[src/iorb_regs.svh]
// register indices, field positions, reset values and timing of the option bank
`ifndef IORB_REGS_SVH
`define IORB_REGS_SVH

// register indices; byte address is four times the index
`define IORB_IDX_PA_DEB 7'h75
`define IORB_IDX_PA_EDGE 7'h76
`define IORB_IDX_PA_NOPD 7'h77
`define IORB_IDX_PB_NOPD 7'h78
`define IORB_IDX_PB_OD 7'h79
`define IORB_IDX_SP_OD 7'h7A
`define IORB_IDX_PB_FSEL 7'h7B
`define IORB_IDX_COMBO1 7'h7C
`define IORB_IDX_COMBO2 7'h7D
`define IORB_IDX_SP_NOPD 7'h7E
`define IORB_IDX_TEST 7'h7F

// number of storing option registers and their width
`define IORB_NREG 10
`define IORB_OPT_W 4
`define IORB_OPT_RESET 4'h0

// fields of the clock-out and sleep-reset register
`define IORB_FSEL_1HZ_BIT 0
`define IORB_FSEL_1KHZ_BIT 1
`define IORB_FSEL_32KHZ_BIT 2
`define IORB_FSEL_WAKE_BIT 3

// clock rate and output frequencies, in hertz
`define IORB_CLK_HZ 200000000
`define IORB_F_1HZ 1
`define IORB_F_1KHZ 1000
`define IORB_F_32KHZ 32000

`endif

[src/iorb_pkg.sv]
// types shared by the option register bank
`include "iorb_regs.svh"

package iorb_pkg;

  // apb request from the master
  typedef struct packed {
    logic psel;
    logic penable;
    logic pwrite;
    logic [11:0] paddr;
    logic [31:0] pwdata;
  } iorb_apb_req_t;

  // apb answer to the master
  typedef struct packed {
    logic [31:0] prdata;
    logic pready;
    logic pslverr;
  } iorb_apb_rsp_t;

  // whole state of the bank
  typedef struct packed {
    logic [`IORB_NREG-1:0][`IORB_OPT_W-1:0] opt;
    logic [31:0] prdata;
    logic [3:0] pa_prev;
    logic [3:0] pa_irq;
    logic [2:0][26:0] div_cnt;
    logic [2:0] clk_tgl;
    logic reset_req;
  } iorb_state_t;

endpackage : iorb_pkg

[src/iorb_option_bank.sv]
// option register bank: port configuration registers on apb with port gating
//
// Behaviour
// - only power-on reset clears; resets elsewhere ignored
// - debounce bit one bypasses port A debouncer
// - edge bit zero rising, one falling
// - port A pulldown bit one disconnects pulldown
// - port B pulldown bit one removes pulldown
// - output type bit one selects open drain
// - bits 0..2 route 1Hz, 1kHz, 32kHz out
// - bit 3 allows combo reset from sleep
// - two select registers define port A combo
// - serial pulldown bit one disconnects pulldown
// - port A pullup excludes its pulldown
// - port B pullup only in open drain
// - default build: A pulldowns, B both paths
`timescale 1ns/1ps

`include "iorb_regs.svh"

module iorb_option_bank
  import iorb_pkg::*;
#(
  parameter int unsigned HALF_1HZ = `IORB_CLK_HZ / (2 * `IORB_F_1HZ),
  parameter int unsigned HALF_1KHZ = `IORB_CLK_HZ / (2 * `IORB_F_1KHZ),
  parameter logic [3:0] PA_PU_MASK = 4'h0,
  parameter logic [3:0] PA_PD_MASK = 4'hF,
  parameter logic [3:0] PB_PU_MASK = 4'hF,
  parameter logic [3:0] PB_PD_MASK = 4'hF,
  parameter logic [3:0] SP_PD_MASK = 4'hF
) (
  input wire logic mclk_i,
  input wire logic reset_n_i,
  input wire iorb_apb_req_t apb_req_i,
  output iorb_apb_rsp_t apb_rsp_o,
  input wire logic [3:0] pa_raw_i,
  input wire logic [3:0] pa_debounced_i,
  input wire logic sleep_i,
  output logic [3:0] pa_irq_pulse_o,
  output logic [3:0] pa_pullup_en_o,
  output logic [3:0] pa_pulldown_en_o,
  output logic [3:0] pb_pullup_en_o,
  output logic [3:0] pb_pulldown_en_o,
  output logic [3:0] pb_open_drain_o,
  output logic [2:0] pb_clock_out_o,
  output logic [3:0] sp_open_drain_o,
  output logic [3:0] sp_pulldown_en_o,
  output logic port_a_reset_o
);

  // slots of the storing registers in the state array
  localparam int S_PA_DEB = `IORB_IDX_PA_DEB - `IORB_IDX_PA_DEB;
  localparam int S_PA_EDGE = `IORB_IDX_PA_EDGE - `IORB_IDX_PA_DEB;
  localparam int S_PA_NOPD = `IORB_IDX_PA_NOPD - `IORB_IDX_PA_DEB;
  localparam int S_PB_NOPD = `IORB_IDX_PB_NOPD - `IORB_IDX_PA_DEB;
  localparam int S_PB_OD = `IORB_IDX_PB_OD - `IORB_IDX_PA_DEB;
  localparam int S_SP_OD = `IORB_IDX_SP_OD - `IORB_IDX_PA_DEB;
  localparam int S_FSEL = `IORB_IDX_PB_FSEL - `IORB_IDX_PA_DEB;
  localparam int S_COMBO1 = `IORB_IDX_COMBO1 - `IORB_IDX_PA_DEB;
  localparam int S_COMBO2 = `IORB_IDX_COMBO2 - `IORB_IDX_PA_DEB;
  localparam int S_SP_NOPD = `IORB_IDX_SP_NOPD - `IORB_IDX_PA_DEB;
  localparam logic [3:0] SLOT_TEST = 4'(`IORB_IDX_TEST - `IORB_IDX_PA_DEB);
  localparam logic [3:0] SLOT_NONE = 4'hF;

  // the 32 kHz half period fits a short count, the others are parameters
  localparam int unsigned HALF_32KHZ = `IORB_CLK_HZ / (2 * `IORB_F_32KHZ);
  localparam logic [2:0][26:0] HALF_TAB = {
    27'(HALF_32KHZ - 1),
    27'(HALF_1KHZ - 1),
    27'(HALF_1HZ - 1)
  };

  // maps a byte address onto a register slot, or none
  function automatic logic [3:0] addr_slot(input logic [11:0] a);
    logic [6:0] idx;
    idx = a[8:2];
    if (a[11:9] != 3'h0 || idx < `IORB_IDX_PA_DEB || idx > `IORB_IDX_TEST) begin
      addr_slot = SLOT_NONE;
    end else begin
      addr_slot = 4'(idx - `IORB_IDX_PA_DEB);
    end
  endfunction : addr_slot

  // a combination hits when its selection is not empty and every selected input is high
  function automatic logic combo_hit(input logic [3:0] sel, input logic [3:0] pins);
    combo_hit = (sel != 4'h0) && ((pins & sel) == sel);
  endfunction : combo_hit

  iorb_state_t s_q;
  iorb_state_t s_d;
  logic [3:0] slot;
  logic setup_rd;
  logic access;
  logic wr_en;
  logic [3:0] pa_deb_byp;
  logic [3:0] pa_edge_sel;
  logic [3:0] pa_no_pd;
  logic [3:0] pb_no_pd;
  logic [3:0] pb_od;
  logic [3:0] sp_od;
  logic [3:0] fsel;
  logic [3:0] sp_no_pd;
  logic [3:0] pa_src;
  logic [3:0] pa_rise;
  logic [3:0] pa_fall;
  logic combo_now;

  // apb decode; the bank always answers without wait states
  assign slot = addr_slot(apb_req_i.paddr);
  assign setup_rd = apb_req_i.psel & ~apb_req_i.penable & ~apb_req_i.pwrite;
  assign access = apb_req_i.psel & apb_req_i.penable;
  assign wr_en = access & apb_req_i.pwrite & (slot < SLOT_TEST);

  // named views of the stored options
  assign pa_deb_byp = s_q.opt[S_PA_DEB];
  assign pa_edge_sel = s_q.opt[S_PA_EDGE];
  assign pa_no_pd = s_q.opt[S_PA_NOPD];
  assign pb_no_pd = s_q.opt[S_PB_NOPD];
  assign pb_od = s_q.opt[S_PB_OD];
  assign sp_od = s_q.opt[S_SP_OD];
  assign fsel = s_q.opt[S_FSEL];
  assign sp_no_pd = s_q.opt[S_SP_NOPD];

  // interrupt source per input: raw pin when bypassed, else debouncer
  assign pa_src = (pa_deb_byp & pa_raw_i) | (~pa_deb_byp & pa_debounced_i);
  assign pa_rise = pa_src & ~s_q.pa_prev;
  assign pa_fall = ~pa_src & s_q.pa_prev;

  // port A combination, either selection set
  assign combo_now = combo_hit(s_q.opt[S_COMBO1], pa_raw_i)
                   | combo_hit(s_q.opt[S_COMBO2], pa_raw_i);

  // next state of the whole bank
  always_comb begin
    s_d = s_q;
    // cpu write lands at the access edge, visible the cycle after
    if (wr_en) begin
      s_d.opt[slot] = apb_req_i.pwdata[3:0];
    end
    // read data is fetched in setup so that it comes from a flop
    if (setup_rd) begin
      s_d.prdata = 32'h0;
      if (slot < SLOT_TEST) begin
        s_d.prdata[3:0] = s_q.opt[slot];
      end
    end
    // edge pick per input; a pulse lasts one cycle
    s_d.pa_prev = pa_src;
    s_d.pa_irq = (~pa_edge_sel & pa_rise) | (pa_edge_sel & pa_fall);
    // dividers run only while their output is routed, saving toggles
    for (int i = 0; i < 3; i++) begin
      if (!fsel[i]) begin
        s_d.div_cnt[i] = 27'h0;
        s_d.clk_tgl[i] = 1'b0;
      end else if (s_q.div_cnt[i] == HALF_TAB[i]) begin
        s_d.div_cnt[i] = 27'h0;
        s_d.clk_tgl[i] = ~s_q.clk_tgl[i];
      end else begin
        s_d.div_cnt[i] = s_q.div_cnt[i] + 27'h1;
      end
    end
    // while asleep only the wake enable lets the combo reset through
    s_d.reset_req = combo_now & (~sleep_i | fsel[`IORB_FSEL_WAKE_BIT]);
  end

  // reset_n_i is the power-on reset; no other reset touches this bank
  always_ff @(posedge mclk_i or negedge reset_n_i) begin
    if (!reset_n_i) begin
      s_q <= '0;
    end else begin
      s_q <= s_d;
    end
  end

  // apb answer; error on holes and on writes to the factory test slot
  always_comb begin
    apb_rsp_o.prdata = s_q.prdata;
    apb_rsp_o.pready = 1'b1;
    apb_rsp_o.pslverr = access & ((slot == SLOT_NONE)
                      | (apb_req_i.pwrite & (slot == SLOT_TEST)));
  end

  // pull gating: mask options fix the paths, registers switch off all but the port A pullups
  assign pa_pullup_en_o = PA_PU_MASK;
  assign pa_pulldown_en_o = PA_PD_MASK & ~PA_PU_MASK & ~pa_no_pd;
  assign pb_pullup_en_o = PB_PU_MASK & pb_od;
  assign pb_pulldown_en_o = PB_PD_MASK & ~pb_no_pd;
  assign sp_pulldown_en_o = SP_PD_MASK & ~sp_no_pd;

  // output styles straight from the registers
  assign pb_open_drain_o = pb_od;
  assign sp_open_drain_o = sp_od;

  // registered outputs
  assign pa_irq_pulse_o = s_q.pa_irq;
  assign pb_clock_out_o = s_q.clk_tgl;
  assign port_a_reset_o = s_q.reset_req;
endmodule : iorb_option_bank

[config.mk]
export PLATFORM = sky130hd
export DESIGN_NAME = iorb_option_bank
export DESIGN_NICKNAME = d
export VERILOG_FILES = /design/src/iorb_pkg.sv /design/src/iorb_option_bank.sv
export VERILOG_INCLUDE_DIRS = /design/src
export SDC_FILE = /design/constraint.sdc
export NUM_CORES = 1
export LEC_CHECK = 0
export ABC_AREA = 1
export BUFFER_PORTS_ARGS = -buffer_cell sky130_fd_sc_hd__buf_4
export CORE_MARGIN = 2
export CORE_UTILIZATION = 57
export DETAILED_ROUTE_END_ITERATION = 6
export PLACE_DENSITY = 0.8
export SYNTH_ARGS = -nofsm -noshare
export SYNTH_HDL_FRONTEND = slang
export SYNTH_SLANG_ARGS = --single-unit
[constraint.sdc]
create_clock -name mclk_i -period 1.9 [get_ports mclk_i]
set_input_delay 0.285 -clock mclk_i [delete_from_list [all_inputs] [get_ports mclk_i]]
set_output_delay 0.285 -clock mclk_i [all_outputs]
set_load 0.05 [all_outputs]
[After elaboration in Yosys (flattened, before gate mapping)]
Cells that the tools add are included.
Storage, ports and cells
  input bits: 58
  memories kept: 0
  bits in writable memories: 0
  word-level logic and storage cells: 100
  output and inout bits: 70
  latch bits: 0
  register bits after elaboration: 137
  memory bits (read-only): 0
Operators by class
  equal/unequal tests: 10
  mux-type cells: 19
  reductions and logical operators: 8
  shifts and indexed selects: 0
  $add $sub $neg: 4
  multiply operators: 0
  order comparisons: 5
  bitwise operators: 34
  div/mod/pow operators: 0
Operator list (number)
  two-way mux 27 bit: 6
  adder 27 x 1 -> 27 bit (second input constant): 3
  bitwise mux 40 bit: 1
  AND 4 bit: 8
  inverter 4 bit: 7
  == test 27 x 12 -> 1 bit (second input constant): 1
  == test 27 x 17 -> 1 bit (second input constant): 1
  == test 27 bit (second input constant): 1
  binary-select mux 4 bit (select 4 bit): 1
  demux 4 bit (select 4 bit): 1
  two-way mux 4 bit: 4
  AND 1 bit: 8
  == test 4 bit: 2
  == test 4 bit (second input constant): 2
  OR 4 bit: 2
  nonzero test 4 bit: 2
  greater-than comparator 7 bit (second input constant): 1
  less-than comparator 7 bit (second input constant): 1
  two-way mux 1 bit: 6
  != test 2 x 1 -> 1 bit (second input constant): 3
  inverter 1 bit: 6
  less-than comparator 4 x 5 -> 1 bit (second input constant): 1
  greater-or-equal comparator 4 x 1 -> 1 bit (second input constant): 1
  less-than comparator 4 bit (second input constant): 1
  other kinds (5): 10

[Longest topological paths before layout]
  word-level depth: 9
  gate-level depth with buffers: 14
  mapped depth without buffers: 13

[Worst setup path after synthesis]
OpenSTA, ideal clock, no wires.
  path type: input -> output
  start: in apb_req_i[34] (netlist bit)
  end: out apb_rsp_o[0] (netlist bit)
  required time: 1.615 ns
  stages on the path: 6
  buffers on the path: 1
  path slack: -0.653 ns
  data arrival time: 2.268 ns
  cell sequence: buf_6 -> inv_1 -> ha_1 -> o21ai_2 -> nand3_1 -> o21ai_0
RTL lines
  from (decl): RTL line iorb_option_bank.sv:34  | input wire iorb_apb_req_t apb_req_i,
  to (decl): RTL line iorb_option_bank.sv:35  | output iorb_apb_rsp_t apb_rsp_o,

==> results.py <==
metrics = {
    "grt": {
        "antenna_found_initial": 0,
        "grt_pass1_vias": 6642,
        "grt_max_degree": 62,
        "grt_pass1_wl_mm": 31.3,
        "grt_usage_pct": 26.7,
        "grt_overflow_total": 0,
    },
    "synthesis": {
        "yosys_warnings": 0,
        "synth_top_area_share_pct": 42.8,
        "ys_types": 44,
        "syn_inst": 1057,
        "synthArstFlopShare_pct": 100,
        "yosys_register_bits": 137,
        "synth_common_cells": "nand2_1, dfrtp_1, nor2_1",
        "synthTopCellsByArea": "dfrtp_1, nand2_1, nor2_1, inv_1, buf_4",
        "synth_area_per_cell_sq_um": 7.58,
        "synth.yosys.seq_area_share_pct": 42.8,
        "synth_edf_count": 0,
        "syn_area_sq_um": 8010,
        "synthFlopType": "dfrtp_1",
        "synth_most_common_cell": "nand2_1",
        "yosysTopAreaCell": "dfrtp_1",
    },
    "critical_path": {
        "timing.rr.start": "s_q[33]$_DFF_PN0_",
        "critical_path.startpoint": "apb_req_i[34]",
        "arrival_ns": 1.55,
        "r2r_slack_ns": 0.10,
        "cp.required_ns": 1.62,
        "crit_end": "apb_rsp_o[0]",
        "cp-end-kind": "output port",
        "crit_path_start_kind": "input port",
        "rr_worst_depth": 11,
        "crit_type": "in -> out",
        "critPathMaxFanout": 4,
        "r2r_end": "s_q[50]$_DFF_PN0_",
    },
    "cells_and_area": {
        "layout.nets": 1214,
        "diodes": 0,
        "layout.cells.non_filler": 1343,
        "fin_util_pct": 68.4,
        "num-fill-cells": 1135,
        "syn_to_final_growth_pct": 18.0,
        "drive_above_1_share_pct": 17.6,
    },
    "drt": {
        "wl_per_cell_um": 14.2,
        "drtIter0Drc": 632,
        "route.vias.total": 7117,
        "drt_wl_total_mm": 19.0,
        "drt_first_pass_iters": 6,
        "ant_nets": 0,
        "drc": 0,
        "vias_per_cell": 5.30,
    },
    "floorplan": {
        "die-width_um": 123,
        "core-area_sq_um": 13800,
        "die_area_sq_um": 15000,
        "ioPinCount": 128,
        "rows": 43,
        "fp.dieH_um": 123,
        "start_util_pct": 57.9,
    },
    "power": {
        "peakVddDrop_v": 0.000807,
        "combPwrFrac_pct": 6.5,
        "power.density_nw_per_um2": 724,
        "switching_share_pct": 24.3,
        "p_int_mw": 5.18,
        "p_leak_nw": 4.21,
        "p_clk_share_pct": 50.6,
        "power.switching_mw": 1.67,
        "p_seq_share_pct": 42.9,
    },
    "worst_hold_path": {
        "hold_path_class": "in -> reg",
        "min_path_cells": 2,
    },
    "timing": {
        "hold_viol_final": 0,
        "fmax_mhz": 544,
        "drv_slew": 0,
        "post-route-min-period_ns": 1.84,
        "finalSetupViolCount": 0,
        "finalCritPeriodShare_pct": 96.7,
        "finClkSkew_ns": 0.00702,
    },
    "clocking": {
        "cts.sinks": 137,
        "cts_root_buffer": "clkbuf_16",
        "cts_max_path_buffers": 2,
        "htree_num_levels": 4,
        "clk_latency_ns": 0.43,
        "clk_pin_slew_ns": 0.06,
        "cts_tree": "done",
        "cts_buffers": 17,
    },
    "place": {
        "hpwl_mm": 13.8,
        "place_inst": 1307,
        "place.gp.congestion": 0.943,
        "io_buffers": 64,
    },
    "run_status": {
        "status": "finished, final reports clean",
    },
    "flow_run": {
        "cap_violations": 0,
    },
}
## what timing repair did
item | 4_1_cts | 5_1_grt
setup buffers | 0 | 3
gates cloned | 0 | 0
endpoints found under the setup margin | 12 | 25
resized for setup | 3 | 22
endpoints found under the hold margin | 28 | 0
pin swaps | 0 | 6
hold buffers | 1 | 0
## worst min-delay path by stage
stage          startpoint  slack [ns]                  endpoint
5_1_grt           sleep_i        0.10  port_a_reset_o$_DFF_PN0_
3_5_place_dp    reset_n_i        0.18         s_q[75]$_DFF_PN0_
6_report          sleep_i        0.11  port_a_reset_o$_DFF_PN0_
3_3_place_gp    reset_n_i        0.19         s_q[75]$_DFF_PN0_
2_1_floorplan   reset_n_i       -0.01  apb_rsp_o[2]$_DFFE_PN0P_
4_1_cts           sleep_i        0.09  port_a_reset_o$_DFF_PN0_
## sequential cells by signal, indices dropped and copies added (netlist names)
name             flops
pa_no_pd             4
port_a_reset_o       1
pb_clock_out_o       3
pa_deb_byp           4
sp_open_drain_o      4
pa_edge_sel          4
pa_irq_pulse_o       4
pb_open_drain_o      4
apb_rsp_o            4
s_q                 93
sp_no_pd             4
pb_no_pd             4
fsel                 4
## through the flow
step           hold slack [ns]  area, sq um  worst slack [ns]  total power, mW  setup TNS [ns]
2_1_floorplan          -0.0106         8140           0.00384             3.32               0
3_3_place_gp             0.185         8720           -0.0803             3.43          -0.472
3_5_place_dp             0.183         8720            -0.147             3.43          -0.851
4_1_cts                 0.0890         9360            0.0268             6.88               0
5_1_grt                  0.101         9450           -0.0189             7.06         -0.0286
6_report                 0.110         9450            0.0622             6.85               0
## placed cells by master, fill, tap and decap left out, types with 25 or more instances in the layout
master and count:
nand2_1 255, dfrtp_1 135, nor2_1 128, inv_1 126
buf_4 109, nand4_1 46, nand3_1 41, nor3_1 33
conb_1 33, o21ai_1 32, o21ai_0 25
## power groups by stage
stage / registers (mW) / logic [mW] / clock network [mW]
2_1_floorplan: 2.99 / 0.327 / 0
3_3_place_gp: 2.99 / 0.437 / 0
3_5_place_dp: 2.99 / 0.441 / 0
4_1_cts: 2.94 / 0.446 / 3.49
5_1_grt: 2.94 / 0.490 / 3.63
6_report: 2.94 / 0.447 / 3.46
## layer usage
| layer | GRT usage, % | routed length, um | up-vias |
|---|---|---|---|
| li1 | - | - | 3500 |
| met4 | 7.83 | 244 | 0 |
| met5 | 0 | 0 | - |
| met1 | 36.2 | 8310 | 3360 |
| met3 | 5.81 | 1190 | 37 |
| met2 | 43.4 | 9290 | 220 |
## critical path, cell delays in order
cell and delay, ns:
buf_4 0.12, ha_1 0.18, inv_1 0.06, nand2_2 0.06, nor2_4 0.15, nor2_8 0.06, nand3_4 0.07, inv_2 0.06
nor3_4 0.19, nand2_2 0.09, o21ai_4 0.06, buf_6 0.17
## cell families (layout without fill, tap and decap cells)
logic type	count (synthesis)	after routing	synth area share, %
AOI/OAI and AO/OA	89	89	5.95
xor gates and xnor gates	40	40	4.37
DFF	137	137	42.8
and+or+nand+nor	581	581	33.3
other	2	33	0.0938
adders and majority gates	6	6	0.937
buffers and inverters	202	277	12.5
## final cells by class
cell class	instances	area [sq um]	area share [%]
Clock inverter	12	160	1.69
Multi-Input combinational cell	749	3780	40.0
Sequential cell	137	3430	36.3
Tap cell	180	225	2.38
Inverter	130	488	5.16
Clock buffer	20	457	4.83
Timing Repair Buffer	115	911	9.63
No activity file was read; power rests on OpenSTA's default activity.
